==> config.mk <==
export PLATFORM = sky130hd
export DESIGN_NAME = ssmp_top
export DESIGN_NICKNAME = d
export VERILOG_FILES = /design/src/ssmp_pkg.sv /design/src/ssmp_top.sv /design/src/ssmp_sync.sv /design/src/ssmp_clkgen.sv
export VERILOG_INCLUDE_DIRS = /design/src
export SDC_FILE = /design/constraint.sdc
export NUM_CORES = 1
export LEC_CHECK = 0
export BUFFER_PORTS_ARGS = -buffer_cell sky130_fd_sc_hd__buf_4
export CAP_MARGIN = 20
export CORE_AREA = 2 2 83 85
export CTS_CLUSTER_DIAMETER = 50
export DETAILED_ROUTE_END_ITERATION = 6
export DIE_AREA = 0 0 85 87
export PLACE_DENSITY = 0.74
export SYNTH_ARGS = -nofsm -noshare
export SYNTH_HDL_FRONTEND = slang
export SYNTH_SLANG_ARGS = --single-unit
==> constraint.sdc <==
create_clock -name clk -period 1.75 [get_ports clk]
set_input_delay 0.175 -clock clk [delete_from_list [all_inputs] [get_ports clk]]
set_output_delay 0.175 -clock clk [all_outputs]
set_load 0.01 [all_outputs]
==> src/ssmp_defs.svh <==
// constants for the synchronous serial mode and pin configuration block
`ifndef SSMP_DEFS_SVH
`define SSMP_DEFS_SVH

// ==========================================================================
// clock and timing
`define SSMP_CLK_PERIOD_NS 100
// half period of the slowest base rate (32 kHz source), in ns
`define SSMP_SLOW_HALF_NS 15625
// half period of the fastest base rate (1 MHz ceiling), in ns
`define SSMP_FAST_HALF_NS 500
`define SSMP_SLOW_HALF_CYC (`SSMP_SLOW_HALF_NS / `SSMP_CLK_PERIOD_NS)
`define SSMP_FAST_HALF_CYC (`SSMP_FAST_HALF_NS / `SSMP_CLK_PERIOD_NS)

// ==========================================================================
// transfer geometry
`define SSMP_XFER_BITS 8
`define SSMP_BIT_CNT_W 4
`define SSMP_HALF_CNT_W 5
`define SSMP_DIV_CNT_W 12
`define SSMP_SR_RESET 8'h00

// ==========================================================================
// shared pin positions within port 3
`define SSMP_PIN_SCLK 0
`define SSMP_PIN_SERIAL_DATA_OUT_PIN 1
`define SSMP_PIN_SIN 2
`define SSMP_PIN_RDY 3

`endif

==> src/ssmp_pkg.sv <==
// types for the synchronous serial mode and pin configuration block
`default_nettype none

package ssmp_pkg;

  // ========================================================================
  // operating mode decoded from the control bits
  typedef enum logic [1:0] {
    SSMP_MODE_OFF    = 2'b00,
    SSMP_MODE_MASTER = 2'b01,
    SSMP_MODE_SLAVE  = 2'b10,
    SSMP_MODE_SPI    = 2'b11
  } ssmp_mode_t;

  // transfer clock source select
  typedef enum logic [2:0] {
    SSMP_CKS_OFF   = 3'b000,
    SSMP_CKS_SLOW1 = 3'b001,
    SSMP_CKS_SLOW2 = 3'b010,
    SSMP_CKS_SLOW4 = 3'b011,
    SSMP_CKS_TIMER = 3'b100,
    SSMP_CKS_FAST1 = 3'b101,
    SSMP_CKS_FAST2 = 3'b110,
    SSMP_CKS_FAST4 = 3'b111
  } ssmp_cks_t;

  // transfer engine state
  typedef enum logic [0:0] {
    SSMP_ST_IDLE = 1'b0,
    SSMP_ST_RUN  = 1'b1
  } ssmp_state_t;

endpackage : ssmp_pkg

`default_nettype wire

==> src/ssmp_top.sv <==
// synchronous serial interface: mode decode, pin switching and shift engine
`include "ssmp_defs.svh"
`default_nettype none

module ssmp_top #(
  parameter int unsigned SLOW_HALF = `SSMP_SLOW_HALF_CYC,
  parameter int unsigned FAST_HALF = `SSMP_FAST_HALF_CYC
) (
  input wire logic clk, // system clock, 10 MHz
  input wire logic rst_n, // async reset, active low
  input wire logic serial_enable_bit, // enables the serial function
  input wire logic master_select_bit, // 1 selects master
  input wire logic handshake_pin_enable, // bit 3 used by the interface in slave modes
  input wire logic ready_output_select, // bit 3 is ready out, else select in
  input wire logic data_out_pin_enable, // bit 1 becomes serial data out
  input wire ssmp_pkg::ssmp_cks_t clock_source_select, // master clock source
  input wire logic clk_polarity_neg, // 1 inverts the shift clock
  input wire logic clk_phase_alt, // 1 samples on the trailing edge
  input wire logic lsb_first, // bit order of the transfer
  input wire logic [3:0] port_dir, // port 3 direction, 1 is output
  input wire logic [3:0] port_data, // port 3 output data
  input wire logic [3:0] port_pulldown, // port 3 pull-down control
  input wire logic timer_tick, // timer underflow pulse
  input wire logic [7:0] tx_data, // parallel data to send
  input wire logic transfer_trigger_bit, // pulse, starts a transfer
  input wire logic data_hi_access, // pulse, upper data nibble accessed
  input wire logic done_clear, // pulse, clears the done flag
  input wire logic [3:0] port3_in, // pin levels, asynchronous
  output logic [3:0] port3_out, // pin output levels
  output logic [3:0] port3_oe, // pin output enables, 1 drives
  output logic [3:0] port3_pd, // pin pull-down enables
  output logic [3:0] port_in_value, // synchronised pin levels
  output logic [7:0] rx_data, // shift register contents
  output logic busy, // transfer in progress
  output logic transfer_done_flag, // sticky completion flag
  output logic irq_request, // one-cycle completion pulse
  output ssmp_pkg::ssmp_mode_t mode // decoded operating mode
);
  import ssmp_pkg::*;

  // ==========================================================================
  // state
  ssmp_state_t state_q, state_d;
  logic [7:0] sr_q, sr_d;
  logic [`SSMP_BIT_CNT_W-1:0] bit_q, bit_d;
  logic [`SSMP_HALF_CNT_W-1:0] half_q, half_d;
  logic mclk_q, mclk_d;
  logic lprev_q, lprev_d;
  logic serial_data_out_pin_q, serial_data_out_pin_d;
  logic pend_q, pend_d;
  logic slave_ready_pin_q, slave_ready_pin_d;
  logic flag_q, flag_d;
  logic irq_q, irq_d;
  logic [3:0] out_q, out_d;
  logic [3:0] oe_q, oe_d;
  logic [3:0] pd_q, pd_d;

  // ==========================================================================
  // helpers
  logic [3:0] pin_s;
  logic half_tick;
  logic run_master;
  logic slave_lvl;
  logic sel_ok;
  logic rise;
  logic fall;
  logic sample;
  logic change;
  logic done_evt;

  // bit presented on the data-out pin for a given register value
  function automatic logic out_bit(input logic [7:0] sr, input logic lsb);
    out_bit = lsb ? sr[0] : sr[7];
  endfunction : out_bit

  // one shift step, taking the data-in bit at the far end
  function automatic logic [7:0] shift_in(input logic [7:0] sr, input logic b,
                                          input logic lsb);
    shift_in = lsb ? {b, sr[7:1]} : {sr[6:0], b};
  endfunction : shift_in

  // ==========================================================================
  // pins come from outside the clock domain
  ssmp_sync #(
    .W(4)
  ) u_sync (
    .clk(clk),
    .rst_n(rst_n),
    .d(port3_in),
    .q(pin_s)
  );

  // ==========================================================================
  // mode decode; the prohibited all-ones setting falls back to port use
  always_comb begin
    if (!serial_enable_bit) begin
      mode = SSMP_MODE_OFF;
    end else if (master_select_bit && handshake_pin_enable && ready_output_select) begin
      mode = SSMP_MODE_OFF;
    end else if (master_select_bit) begin
      mode = SSMP_MODE_MASTER;
    end else if (handshake_pin_enable && !ready_output_select) begin
      mode = SSMP_MODE_SPI;
    end else begin
      mode = SSMP_MODE_SLAVE;
    end
  end

  // ==========================================================================
  // master clock source: runs only while a master transfer is active
  assign run_master = (state_q == SSMP_ST_RUN) && (mode == SSMP_MODE_MASTER);

  ssmp_clkgen #(
    .SLOW_HALF(SLOW_HALF),
    .FAST_HALF(FAST_HALF)
  ) u_clkgen (
    .clk(clk),
    .rst_n(rst_n),
    .run(run_master),
    .cks(clock_source_select),
    .timer_tick(timer_tick),
    .half_tick(half_tick)
  );

  // ==========================================================================
  // clock edges in the polarity-normalised sense; slave edges come from the
  // synchronised pin, so the external clock must stay well below clk / 4
  assign slave_lvl = pin_s[`SSMP_PIN_SCLK] ^ clk_polarity_neg;
  // in SPI slave mode the external select must be low before edges count
  assign sel_ok = (mode == SSMP_MODE_SLAVE) ||
                  ((mode == SSMP_MODE_SPI) && !pin_s[`SSMP_PIN_RDY]);

  always_comb begin
    rise = 1'b0;
    fall = 1'b0;
    if (state_q == SSMP_ST_RUN) begin
      if (mode == SSMP_MODE_MASTER) begin
        rise = half_tick && !mclk_q;
        fall = half_tick && mclk_q;
      end else if (sel_ok) begin
        rise = slave_lvl && !lprev_q;
        fall = !slave_lvl && lprev_q;
      end
    end
  end

  assign sample = clk_phase_alt ? fall : rise;
  assign change = rise;

  // ==========================================================================
  // transfer engine: load, shift eight bits, report completion
  always_comb begin
    state_d = state_q;
    sr_d = sr_q;
    bit_d = bit_q;
    half_d = half_q;
    mclk_d = mclk_q;
    lprev_d = slave_lvl;
    serial_data_out_pin_d = serial_data_out_pin_q;
    pend_d = pend_q;
    slave_ready_pin_d = slave_ready_pin_q;
    done_evt = 1'b0;
    case (state_q)
      SSMP_ST_IDLE: begin
        mclk_d = 1'b0;
        half_d = '0;
        // a trigger is taken only with the interface enabled
        if (transfer_trigger_bit && mode != SSMP_MODE_OFF) begin
          state_d = SSMP_ST_RUN;
          sr_d = tx_data;
          bit_d = '0;
          pend_d = 1'b0;
          serial_data_out_pin_d = out_bit(tx_data, lsb_first);
          // ready raised by hardware at once, for slave mode only
          slave_ready_pin_d = (mode == SSMP_MODE_SLAVE);
        end
      end
      SSMP_ST_RUN: begin
        // master clock toggles on each half period
        if (mode == SSMP_MODE_MASTER && half_tick) begin
          mclk_d = !mclk_q;
          half_d = half_q + `SSMP_HALF_CNT_W'(1);
        end
        if (sample) begin
          sr_d = shift_in(sr_q, pin_s[`SSMP_PIN_SIN], lsb_first);
          bit_d = bit_q + `SSMP_BIT_CNT_W'(1);
          pend_d = 1'b1;
          if (bit_q == `SSMP_BIT_CNT_W'(`SSMP_XFER_BITS - 1)) begin
            done_evt = 1'b1;
          end
        end
        // output moves to the next bit after a sample has happened; in the
        // default phase the sample and the change share one edge
        if (change && (pend_q || sample)) begin
          serial_data_out_pin_d = out_bit(sr_d, lsb_first);
          pend_d = 1'b0;
        end
        // the first active clock level ends the ready indication
        if (rise) begin
          slave_ready_pin_d = 1'b0;
        end
        // slave ends at the eighth sample, master after the last half period
        if (mode != SSMP_MODE_MASTER && done_evt) begin
          state_d = SSMP_ST_IDLE;
        end
        if (mode == SSMP_MODE_MASTER && half_tick &&
            half_q == `SSMP_HALF_CNT_W'(2 * `SSMP_XFER_BITS - 1)) begin
          state_d = SSMP_ST_IDLE;
        end
        // turning the interface off aborts the transfer
        if (mode == SSMP_MODE_OFF) begin
          state_d = SSMP_ST_IDLE;
          slave_ready_pin_d = 1'b0;
        end
      end
      default: begin
        state_d = SSMP_ST_IDLE;
      end
    endcase
    // software access to the upper nibble also drops ready
    if (data_hi_access) begin
      slave_ready_pin_d = 1'b0;
    end
  end

  always_ff @(posedge clk or negedge rst_n) begin
    if (!rst_n) begin
      state_q <= SSMP_ST_IDLE;
      sr_q <= `SSMP_SR_RESET;
      bit_q <= '0;
      half_q <= '0;
      mclk_q <= 1'b0;
      lprev_q <= 1'b0;
      serial_data_out_pin_q <= 1'b0;
      pend_q <= 1'b0;
      slave_ready_pin_q <= 1'b0;
    end else begin
      state_q <= state_d;
      sr_q <= sr_d;
      bit_q <= bit_d;
      half_q <= half_d;
      mclk_q <= mclk_d;
      lprev_q <= lprev_d;
      serial_data_out_pin_q <= serial_data_out_pin_d;
      pend_q <= pend_d;
      slave_ready_pin_q <= slave_ready_pin_d;
    end
  end

  // ==========================================================================
  // completion flag: a set in the clearing cycle wins
  always_comb begin
    flag_d = done_evt || (flag_q && !done_clear);
    irq_d = done_evt;
  end

  always_ff @(posedge clk or negedge rst_n) begin
    if (!rst_n) begin
      flag_q <= 1'b0;
      irq_q <= 1'b0;
    end else begin
      flag_q <= flag_d;
      irq_q <= irq_d;
    end
  end

  // ==========================================================================
  // pin switching; ports by default, serial functions override direction
  // and data, pull-downs stay under port control only on serial inputs
  always_comb begin
    oe_d = port_dir;
    out_d = port_data;
    pd_d = port_pulldown & ~port_dir;
    if (mode != SSMP_MODE_OFF) begin
      // shift clock pin
      if (mode == SSMP_MODE_MASTER) begin
        oe_d[`SSMP_PIN_SCLK] = 1'b1;
        out_d[`SSMP_PIN_SCLK] = mclk_q ^ clk_polarity_neg;
        pd_d[`SSMP_PIN_SCLK] = 1'b0;
      end else begin
        oe_d[`SSMP_PIN_SCLK] = 1'b0;
        out_d[`SSMP_PIN_SCLK] = 1'b0;
        pd_d[`SSMP_PIN_SCLK] = port_pulldown[`SSMP_PIN_SCLK];
      end
      // data-in pin
      oe_d[`SSMP_PIN_SIN] = 1'b0;
      out_d[`SSMP_PIN_SIN] = 1'b0;
      pd_d[`SSMP_PIN_SIN] = port_pulldown[`SSMP_PIN_SIN];
      // data-out pin only with its own enable
      if (data_out_pin_enable) begin
        oe_d[`SSMP_PIN_SERIAL_DATA_OUT_PIN] = 1'b1;
        out_d[`SSMP_PIN_SERIAL_DATA_OUT_PIN] = serial_data_out_pin_q;
        pd_d[`SSMP_PIN_SERIAL_DATA_OUT_PIN] = 1'b0;
      end
      // bit 3: ready out, select in, or left to the port
      if (mode == SSMP_MODE_SLAVE && handshake_pin_enable && ready_output_select) begin
        oe_d[`SSMP_PIN_RDY] = 1'b1;
        out_d[`SSMP_PIN_RDY] = slave_ready_pin_q ^ clk_polarity_neg;
        pd_d[`SSMP_PIN_RDY] = 1'b0;
      end else if (mode == SSMP_MODE_SPI) begin
        oe_d[`SSMP_PIN_RDY] = 1'b0;
        out_d[`SSMP_PIN_RDY] = 1'b0;
        pd_d[`SSMP_PIN_RDY] = port_pulldown[`SSMP_PIN_RDY];
      end
      // master mode keeps bit 3 as a port: ready and select are software's
    end
  end

  always_ff @(posedge clk or negedge rst_n) begin
    if (!rst_n) begin
      oe_q <= 4'h0;
      out_q <= 4'h0;
      pd_q <= 4'h0;
    end else begin
      oe_q <= oe_d;
      out_q <= out_d;
      pd_q <= pd_d;
    end
  end

  // ==========================================================================
  // outputs
  assign port3_out = out_q;
  assign port3_oe = oe_q;
  assign port3_pd = pd_q;
  assign port_in_value = pin_s;
  assign rx_data = sr_q;
  assign busy = (state_q == SSMP_ST_RUN);
  assign transfer_done_flag = flag_q;
  assign irq_request = irq_q;

endmodule : ssmp_top

`default_nettype wire

==> src/ssmp_sync.sv <==
// two-flop synchroniser for pin levels
`default_nettype none

module ssmp_sync #(
  parameter int unsigned W = 4
) (
  input wire logic clk, // system clock
  input wire logic rst_n, // async reset, active low
  input wire logic [W-1:0] d, // asynchronous levels
  output logic [W-1:0] q // synchronised levels
);
  logic [W-1:0] meta_q;
  logic [W-1:0] meta_d;
  logic [W-1:0] q_d;

  // ==========================================================================
  // next values: the first stage feeds only the second
  always_comb begin
    meta_d = d;
    q_d = meta_q;
  end

  always_ff @(posedge clk or negedge rst_n) begin
    if (!rst_n) begin
      meta_q <= '0;
      q <= '0;
    end else begin
      meta_q <= meta_d;
      q <= q_d;
    end
  end

endmodule : ssmp_sync

`default_nettype wire

==> src/ssmp_clkgen.sv <==
// master-mode half-period tick generator with seven selectable sources
`include "ssmp_defs.svh"
`default_nettype none

module ssmp_clkgen #(
  parameter int unsigned SLOW_HALF = `SSMP_SLOW_HALF_CYC,
  parameter int unsigned FAST_HALF = `SSMP_FAST_HALF_CYC
) (
  input wire logic clk, // system clock
  input wire logic rst_n, // async reset, active low
  input wire logic run, // count only while a master transfer runs
  input wire ssmp_pkg::ssmp_cks_t cks, // source select
  input wire logic timer_tick, // timer underflow pulse, same domain
  output logic half_tick // one pulse per transfer-clock half period
);
  import ssmp_pkg::*;

  logic [`SSMP_DIV_CNT_W-1:0] cnt_q;
  logic [`SSMP_DIV_CNT_W-1:0] cnt_d;
  logic tick_d;
  logic [`SSMP_DIV_CNT_W-1:0] len;

  // half period in system clocks; the timer source uses each underflow
  // as one half period, which divides the underflow rate by two; the block
  // reads data-in through two flops, so halves under four clocks sample late
  function automatic logic [`SSMP_DIV_CNT_W-1:0] half_len(input ssmp_cks_t s);
    case (s)
      SSMP_CKS_SLOW1: half_len = `SSMP_DIV_CNT_W'(SLOW_HALF);
      SSMP_CKS_SLOW2: half_len = `SSMP_DIV_CNT_W'(SLOW_HALF * 2);
      SSMP_CKS_SLOW4: half_len = `SSMP_DIV_CNT_W'(SLOW_HALF * 4);
      SSMP_CKS_FAST1: half_len = `SSMP_DIV_CNT_W'(FAST_HALF);
      SSMP_CKS_FAST2: half_len = `SSMP_DIV_CNT_W'(FAST_HALF * 2);
      SSMP_CKS_FAST4: half_len = `SSMP_DIV_CNT_W'(FAST_HALF * 4);
      default: half_len = `SSMP_DIV_CNT_W'(1);
    endcase
  endfunction : half_len

  // ==========================================================================
  // divider: restarts whenever the transfer is not running
  always_comb begin
    len = half_len(cks);
    cnt_d = '0;
    tick_d = 1'b0;
    if (run && cks != SSMP_CKS_OFF) begin
      if (cks == SSMP_CKS_TIMER) begin
        tick_d = timer_tick;
      end else if (cnt_q >= len - `SSMP_DIV_CNT_W'(1)) begin
        tick_d = 1'b1;
      end else begin
        cnt_d = cnt_q + `SSMP_DIV_CNT_W'(1);
      end
    end
  end

  always_ff @(posedge clk or negedge rst_n) begin
    if (!rst_n) begin
      cnt_q <= '0;
      half_tick <= 1'b0;
    end else begin
      cnt_q <= cnt_d;
      half_tick <= tick_d;
    end
  end

endmodule : ssmp_clkgen

`default_nettype wire

==> results of run 1 <==
-- flip-flops by register name (all words and copies together) (netlist names), 4 cells and up --
register and cells:
port3_oe 4, u_sync.meta_q 4, half_q 5, port3_pd 4, rx_data 8, u_clkgen.cnt_q 12, port3_out 4, bit_q 4
u_sync.q 4
-- layout by cell type, fill, tap and decap left out, types with 9 or more instances in the layout --
master,n
buf_4,108
dfrtp_1,58
nand2_1,23
nor2_1,20
xor2_1,14
nand3_1,13
mux2i_1,13
ha_1,12
clkbuf_8,11
inv_1,9
-- path summary, 6_finish.rpt --
check,to,slack [ns],cells past startpoint,startpoint
min,port3_out[2],0.05,2,port_data[2]
min reg2reg,u_sync.q[2],0.35,0,u_sync.meta_q[2]
min in group asynchronous,port3_pd[1],0.44,2,rst_n
max reg2reg,serial_data_out_pin_q,-0.15,7,busy
max in group asynchronous,u_clkgen.cnt_q[11],0.84,2,rst_n
max,serial_data_out_pin_q,-0.15,7,busy
-- critical path, stage by stage, from the launching register on --
cell,delay [ns]
dfrtp_1,0.41
and3b_2,0.26
a41oi_2,0.15
a32oi_4,0.31
buf_6,0.15
mux2_4,0.14
o221ai_2,0.07
mux2_2,0.27
-- power by group --
part,total (uW),internal (uW),switching [uW],leakage (uW)
Clock,1070,575,497,0.0000920
Combinational,804,451,353,0.00133
Sequential,1580,1460,117,0.000736
Total,3450,2490,967,0.00215
-- routing by layer --
metal | GRT usage [%] | up-vias
li1 | - | 1281
met1 | 25.3 | 1252
met2 | 34.7 | 61
met3 | 4.64 | 14
met4 | 6.93 | 0
met5 | 0 | -
-- timing repair --
action | CTS | global route
setup buffers | 5 | 4
hold endpoints to repair | 63 | 1
hold buffers | 6 | 1
gates resized for setup | 8 | 36
gates cloned | 2 | 0
pin swaps | 5 | 26
setup endpoints to repair | 24 | 28
-- per-stage QoR --
step                total power, uW  setup WS [ns]  utilization, %  hold slack [ns]
floorplan                      1940         -0.193               -           -0.121
global placement               2280         -0.403            60.5            0.277
detailed placement             2300         -0.452            60.5            0.281
CTS                            3420         -0.156            65.1          0.00306
global route                   3650         -0.235            67.5           0.0441
finish                         3450         -0.148            67.5           0.0452
-- cell type report --
type                    instances  area (sq um)  share of cell area [%]
multi-input cells             221          1710                    38.5
flip-flops and latches         58          1450                    32.7
repair buffers                122           968                    21.8
clock buffers                  12           155                    3.50
well taps                      80           100                    2.26
inverters                      10          37.5                   0.847
clock inverters                 3          15.0                   0.339
-- cells by family (layout without fill, tap and decap cells) --
group	Yosys count	in the layout
buffers and inverters	19	147
multiplexers	20	20
AND/OR/NAND/NOR	122	122
other	1	1
XOR/XNOR	19	19
flip-flops	58	58
AO/OA/AOI/OAI	43	44
adder cells (fa/ha/maj)	15	15
==> flow_summary.ini, run 1 <==
[finish]
final_nets = 478
layout.cells.non_filler = 506
final_layout_size_suffix_gt1_share_pct = 43.7
fin_area_sq_mm = 0.00443
diodes = 0
fill_cells = 516
syn2layout_area_growth_pct = 44.9

[sta]
finalHoldViolations = 0
fmax_mhz = 527
finalWorstSetupSlack_ns = -0.148
setup_viol = 23
grt_setup_unrepaired = true
clock_skew_ns = 0.00665
worst_pin_slew_ns = 0.716
tns_ns = -2.27
period_minus_slack_ns = 1.90
relSlewSlack_pct = 52.3
fin_crit_sh_pct = 108
maxSlewViolCount = 0

[logic_synthesis]
yosysMostFrequentCell = dfrtp_1
synth_compound_gate_area_share_pct = 10.3
syn_nets = 353
synth_xor_xnor_area_share_pct = 5.69
synth_top_area_cell = dfrtp_1
synth.area.top_cells = dfrtp_1 (47%), ha_1 (6.1%), mux2i_1 (4.3%), xor2_1 (4.0%), nor2_1 (3.4%)
synth_cell_types = 49
ys_ff_latch = 58
async_flop_share_pct = 100
synth_edf_count = 0
avgSynthCellArea_sq_um = 10.3
synthesis.area_sq_mm = 0.00306
synth_top_area_share_pct = 47.4
yosysSeqAreaShare_pct = 47.4
synth_top_family_by_area = simple AND/OR/NAND/NOR gates
yosys_warnings = 0
synth_top_cells_by_count = dfrtp_1 (58), nor2_1 (28), nand2_1 (26)
synth_adder_area_share_pct = 6.13
ys.flop_type = dfrtp_1
synth.area.mux_share_pct = 6.95
post_synth_inst_count = 297
synth-simple-area-share_pct = 20.4

[power_and_ir_drop]
max-vdd-ir-drop_uv = 509
p_leak_uw = 0.00215
power.density_mw_per_mm2 = 779

[min_path]
hold_path_class = in -> reg

[clocking]
cts_tree = built
cts_buffers = 9
clk-insertion-delay-late_ns = 0.33
root_buffer = clkbuf_8
clock_sinks = 58
h-tree-depth = 3
clk_pin_slew_ns = 0.06
clk_path_buf_depth = 2

[critical_path]
worstPathRequired_ns = 1.97
cp_max_fo = 4
end_kind = register
arrival_ns = 2.12
worstSetupPathType = reg -> reg
cp-start-kind = register

[drt]
vias = 2608
vias_per_cell = 5.15
routed_wl_um = 7100
highest_layer = met4
wl_met3_um = 364
wl_met1_um = 3070
drt_iter0_drc = 83
wl_met2_um = 3530
ant_nets = 0
wire_per_inst_um = 14.0
drcViolationCount = 0
firstDrtPassIters = 4

[global_route]
grt_pass1_vias = 2552
grt_first_pass_wirelength_um = 11900
grt_usage_pct = 20.2
grt_overflow = 0
antenna_found_initial = 0
grt_max_degree = 59

[place]
placedInstanceArea_sq_mm = 0.00398
portBuffers = 69
hpwl_um = 5020
gp_congestion = 0.811
dpl.cell_count = 474

[run_status]
violations = negative setup slack
status = complete, but fails checks

[job]
max_cap_viol_count = 0

[floorplanning]
die_h_um = 87
initial_utilization_pct = 46.6
fp.coreArea_sq_mm = 0.00657
die_w_um = 85
dieArea_sq_mm = 0.00740
io_pins = 70
fp-row-count = 30
Note: power is estimated with default switching activity, not from simulation.
==> run 2, diff against run 1 <==
--- a/config.mk
+++ b/config.mk
@@ -12,7 +12,7 @@
 export CTS_CLUSTER_DIAMETER = 50
 export DETAILED_ROUTE_END_ITERATION = 6
 export DIE_AREA = 0 0 85 87
-export PLACE_DENSITY = 0.74
+export PLACE_DENSITY = 0.85
 export SYNTH_ARGS = -nofsm -noshare
 export SYNTH_HDL_FRONTEND = slang
 export SYNTH_SLANG_ARGS = --single-unit
==> flow_summary.ini, run 2 (synthesis gave the netlist of run 1 again) <==
[min_path]
hold_start = port_dir[1]
hold_path_class = in -> reg

[global_route]
grt_overflow = 0
grt_usage_pct = 21.3
grt_pass1_vias = 2638
grt_first_pass_wirelength_um = 12300
antenna_found_initial = 0
grt_max_degree = 59

[floorplanning]
die_h_um = 87
fp.coreArea_sq_mm = 0.00657
initial_utilization_pct = 46.6
fp-row-count = 30
dieArea_sq_mm = 0.00740
die_w_um = 85
io_pins = 70

[critical_path]
cp-start-kind = register
startpoint = u_sync.q[3]
end_kind = register
r2r-start = u_sync.q[3]
worstSetupPathType = reg -> reg
arrival_ns = 2.19
cp_max_fo = 7
worstPathRequired_ns = 1.99

[sta]
relSlewSlack_pct = 51.0
fin_crit_sh_pct = 111
worst_pin_slew_ns = 0.735
period_minus_slack_ns = 1.95
finalWorstSetupSlack_ns = -0.200
fmax_mhz = 513
setup_viol = 24
grt_setup_unrepaired = true
maxSlewViolCount = 0
clock_skew_ns = 0.0200
finalHoldViolations = 0

[clocking]
clk_path_buf_depth = 2
clock_sinks = 58
clk-insertion-delay-late_ns = 0.34
clk_pin_slew_ns = 0.08
root_buffer = clkbuf_8
h-tree-depth = 3
cts_buffers = 9
cts_tree = built

[power_and_ir_drop]
p_leak_uw = 0.00213
power.density_mw_per_mm2 = 795
max-vdd-ir-drop_uv = 459
totalPowerFinal_uw = 3470

[finish]
multi_input_area_sq_mm = 0.00167
syn2layout_area_growth_pct = 42.9
final_nets = 475
final_common_cell = buf_4
layout_common_cells = buf_4 (106), dfrtp_1 (58), nor2_1 (25)
final_layout_size_suffix_gt1_share_pct = 41.5
top_register = u_clkgen.cnt_q
fill_cells = 490
diodes = 0
fin_area_sq_mm = 0.00437
regArea_sq_mm = 0.00145
largest_reg_flops = 12
layout.cells.non_filler = 504

[place]
gp_congestion = 0.821
hpwl_um = 5390
portBuffers = 69
dpl.cell_count = 472
dp_slack_ns = -0.444
placedInstanceArea_sq_mm = 0.00396

[drt]
routed_wl_um = 7910
wire_per_inst_um = 15.7
vias_per_cell = 5.25
ant_nets = 0
drcViolationCount = 0
firstDrtPassIters = 4
drt_iter0_drc = 158
vias = 2645

[run_status]
violations = negative setup slack
status = complete, but fails checks

[job]
max_cap_viol_count = 0
==> run 2: changes by cell type in the layout (fill, tap and decap cells not counted), sizes merged <==
| cell | before | now |
|---|---|---|
| clkinvlp | 0 | 2 |
| clkbuf | 12 | 11 |
| buf | 115 | 112 |
==> run 2: per-stage QoR <==
step	util [%]	hold WS (ns)	TNS, ns
2_1_floorplan	-	-0.121	-2.19
3_3_place_gp	60.3	0.274	-5.94
3_5_place_dp	60.3	0.284	-6.88
4_1_cts	64.7	0.0378	-1.47
5_1_grt	66.5	0.0522	-3.42
6_report	66.5	0.0438	-1.80
==> run 2: worst paths after layout <==
path,end,slack [ns],cells past startpoint
min in group asynchronous,transfer_done_flag,0.42,2
min,port3_oe[1],0.04,2
min reg2reg,u_sync.q[3],0.35,0
max in group asynchronous,bit_q[1],0.80,2
max,serial_data_out_pin_q,-0.20,7
max reg2reg,serial_data_out_pin_q,-0.20,7
==> run 2: what timing repair did <==
item	in CTS	in global routing
resized for setup	5	26
hold endpoints to repair	64	0
pin swaps	9	16
setup buffers	4	4
setup endpoints to repair	24	26
hold buffers	7	0
gates cloned	1	1
==> run 2: worst max-delay path, stage by stage, from the launching register on <==
cell and delay (ns):
dfrtp_1 0.39, nand3b_1 0.23, a41oi_2 0.21, a32oi_4 0.26, buf_12 0.16, mux2i_2 0.23
o221ai_2 0.11, mux2_4 0.27
==> run 2: final cells by class <==
cell class / count / area share (%)
Multi-Input combinational cell: 221 / 38.3
Sequential cell: 58 / 33.2
Timing Repair Buffer: 119 / 21.4
Clock buffer: 11 / 3.24
Tap cell: 80 / 2.29
Inverter: 10 / 0.859
Clock inverter: 5 / 0.687
==> run 2: where the power goes <==
part | internal (uW) | leakage (uW) | switching (uW)
logic | 441 | 0.00131 | 364
registers | 1460 | 0.000736 | 116
clock network | 545 | 0.0000851 | 549
==> run 2: layer usage <==
layer | share of wire (%) | routed length, um | global-route usage, % | up-vias
met1 | 41 | 3280 | 26.9 | 1266
met4 | 1.4 | 107 | 10.2 | 0
met3 | 5.2 | 415 | 4.93 | 12
met5 | 0 | 0 | 0 | -
li1 | - | - | - | 1271
met2 | 52 | 4110 | 34.7 | 96
==> run 3, diff against run 2 <==
--- a/config.mk
+++ b/config.mk
@@ -9,10 +9,12 @@
 export BUFFER_PORTS_ARGS = -buffer_cell sky130_fd_sc_hd__buf_4
 export CAP_MARGIN = 20
 export CORE_AREA = 2 2 83 85
+export CTS_BUF_LIST = sky130_fd_sc_hd__clkbuf_4 sky130_fd_sc_hd__clkbuf_8 sky130_fd_sc_hd__clkbuf_16
 export CTS_CLUSTER_DIAMETER = 50
 export DETAILED_ROUTE_END_ITERATION = 6
 export DIE_AREA = 0 0 85 87
 export PLACE_DENSITY = 0.85
 export SYNTH_ARGS = -nofsm -noshare
 export SYNTH_HDL_FRONTEND = slang
+export SYNTH_HIERARCHICAL = 1
 export SYNTH_SLANG_ARGS = --single-unit
==> flow_summary.ini, run 3 <==
[run_status]
status = complete, but fails checks
violations = negative setup slack

[logic_synthesis]
syn_nets = 344
yosysSeqAreaShare_pct = 47.2
synth_top_area_cell = dfrtp_1
async_flop_share_pct = 100
synth_top_cells_by_count = dfrtp_1 (58), nand2_1 (28), nor2_1 (21)
avgSynthCellArea_sq_um = 10.7
ys_ff_latch = 58
ys.flop_type = dfrtp_1
synth_cell_types = 55
synth.area.top_cells = dfrtp_1 (47%), ha_1 (6.1%), mux2i_1 (5.2%), nand2_1 (3.4%), nor2_1 (2.6%)
synthesis.area_sq_mm = 0.00307
synth_edf_count = 0
synth_top_area_share_pct = 47.2
yosysMostFrequentCell = dfrtp_1
yosys_warnings = 6
post_synth_inst_count = 288

[critical_path]
cp_max_fo = 6
cp-endpoint = u_clkgen/cnt_q[2]
worst_path_max_delay_cell = or3_4
startpoint = clock_source_select[0]
r2r_setup_slack_ns = -0.06
rr_worst_depth = 6
end_kind = register
r2r-end = bit_q[2]
crit_chain = buf_6 > nor2b_4 > or2_4 > ha_4 > nor2b_1 > mux2i_1 > a21boi_1 > ha_1 > nand4bb_1 > or3_4 > o211ai_4 > buf_6 > nor2_1
r2r-start = u_sync/q[0]
worstSetupPathType = in -> reg
cp-start-kind = input pin
max_stage_delay_ns = 0.36
arrival_ns = 2.26
cp_common_cell = buf_6
worstPathRequired_ns = 1.98

[place]
dp_slack_ns = -0.706
gp_congestion = 0.820
portBuffers = 69
placedInstanceArea_sq_mm = 0.00390
hpwl_um = 5240

[sta]
setup_viol = 15
fmax_mhz = 494
period_minus_slack_ns = 2.03
finalWorstSetupSlack_ns = -0.276
relSlewSlack_pct = 52.5
fin_crit_sh_pct = 116
tns_ns = -3.27
finalHoldViolations = 0
clock_skew_ns = 0.0114
holdWs_ns = 0.0474
maxSlewViolCount = 0
grt_setup_unrepaired = true
worst_pin_slew_ns = 0.712

[finish]
layout_common_cells = buf_4 (103), dfrtp_1 (57), nand2_1 (27)
final_layout_size_suffix_gt1_share_pct = 41.4
fin_area_sq_mm = 0.00443
syn2layout_area_growth_pct = 44.2
top_register = u_clkgen/cnt_q
largest_reg_flops = 12
final_nets = 464
final_common_cell = buf_4
fin_util_pct = 67.5
diodes = 0

[power_and_ir_drop]
max-vdd-ir-drop_uv = 767
power.density_mw_per_mm2 = 840
p_leak_uw = 0.00212

[global_route]
grt_usage_pct = 21.4
grt_pass1_vias = 2774
grt_first_pass_wirelength_um = 12200
grt_overflow = 0
grt_max_degree = 59
antenna_found_initial = 0

[drt]
wire_per_inst_um = 16.1
vias_per_cell = 5.47
routed_wl_um = 7950
ant_nets = 0
drt_iter0_drc = 126
firstDrtPassIters = 4
vias = 2697
drcViolationCount = 0

[job]
max_cap_viol_count = 0

[clocking]
root_buffer = clkbuf_8
h-tree-depth = 3
clk-insertion-delay-late_ns = 0.34
clk_path_buf_depth = 2
cts_buffers = 9
clk_pin_slew_ns = 0.07
clock_sinks = 58
cts_tree = built

[floorplanning]
initial_utilization_pct = 46.8
io_pins = 70
die_w_um = 85
dieArea_sq_mm = 0.00740
fp.coreArea_sq_mm = 0.00657
fp-row-count = 30
die_h_um = 87

[min_path]
hold_path_class = in -> reg
[run 3: cell types whose count changed after synthesis, sizes merged, moves of 5 or more]
| cell | before | now |
|---|---|---|
| o221a | 0 | 5 |
| nor2 | 28 | 21 |
| a21oi | 13 | 5 |
| or2 | 9 | 2 |
| a21boi | 8 | 3 |
| xor2 | 15 | 9 |
[run 3: worst min path at each step]
stage                     slack, ns  cells past startpoint            to         start
after detailed placement       0.27                      1   irq_request         rst_n
after global placement         0.27                      1      bit_q[2]         rst_n
final                          0.05                      2  port3_out[2]  port_data[2]
after CTS                      0.03                      2  port3_out[2]  port_data[2]
after floorplan               -0.12                      0      bit_q[0]         rst_n
after global routing           0.04                      3  port3_out[3]  port_data[3]
[run 3: what timing repair did]
action                                 CTS  global route
pin swaps                               16            10
gates cloned                             1             0
endpoints found under the hold margin   63             0
buffers inserted                         9             3
setup endpoints to repair               22            26
hold buffers                             6             0
gates resized for setup                 24            18
[run 3: critical path: cells and delay by family]
family | cells | cell delay [ns]
adder cells (fa/ha/maj) | 2 | 0.43
multiplexers | 1 | 0.13
AND/OR/NAND/NOR | 6 | 0.97
buffers and inverters | 2 | 0.25
AO/OA/AOI/OAI | 2 | 0.29
[run 3: per-stage QoR]
step	instances	power, uW
floorplan	288	1900
global placement	458	2220
detailed placement	458	2260
CTS	490	3700
global route	493	3880
finish	493	3720
[run 3: kinds of logic (layout without fill, tap and decap cells)]
kind of cell | count (synthesis) | after routing | synth area share [%]
other cells | 1 | 1 | 0.122
xor+xnor | 17 | 17 | 5.09
compound gates | 45 | 45 | 12.4
mux | 19 | 19 | 6.31
fa+ha+maj | 15 | 15 | 6.11
flops | 58 | 58 | 47.2
buf+inv | 20 | 145 | 3.05
simple gates | 113 | 113 | 19.7
[run 3: where the power goes]
part           internal [uW]  switching, uW
Clock                    819            565
Sequential              1450            110
Combinational            418            356
Total                   2690           1030
[run 3: area by class of cell]
| class | instances | area [sq um] |
|---|---|---|
| fill | 479 | 2140 |
| multi-input combinational | 210 | 1680 |
| sequential | 58 | 1450 |
| timing repair buffer | 118 | 935 |
| clock buffer | 10 | 131 |
| tap | 80 | 100 |
| clock inverter | 6 | 91.3 |
| inverter | 11 | 41.3 |
[run 3: routing by layer]
metal	share of wire (%)	vias up	GRT usage, %
met1	39	1316	23.9
met3	5.4	25	4.17
met5	0	-	0
met4	3.4	0	12.6
met2	52	91	37.8
li1	-	1265	-
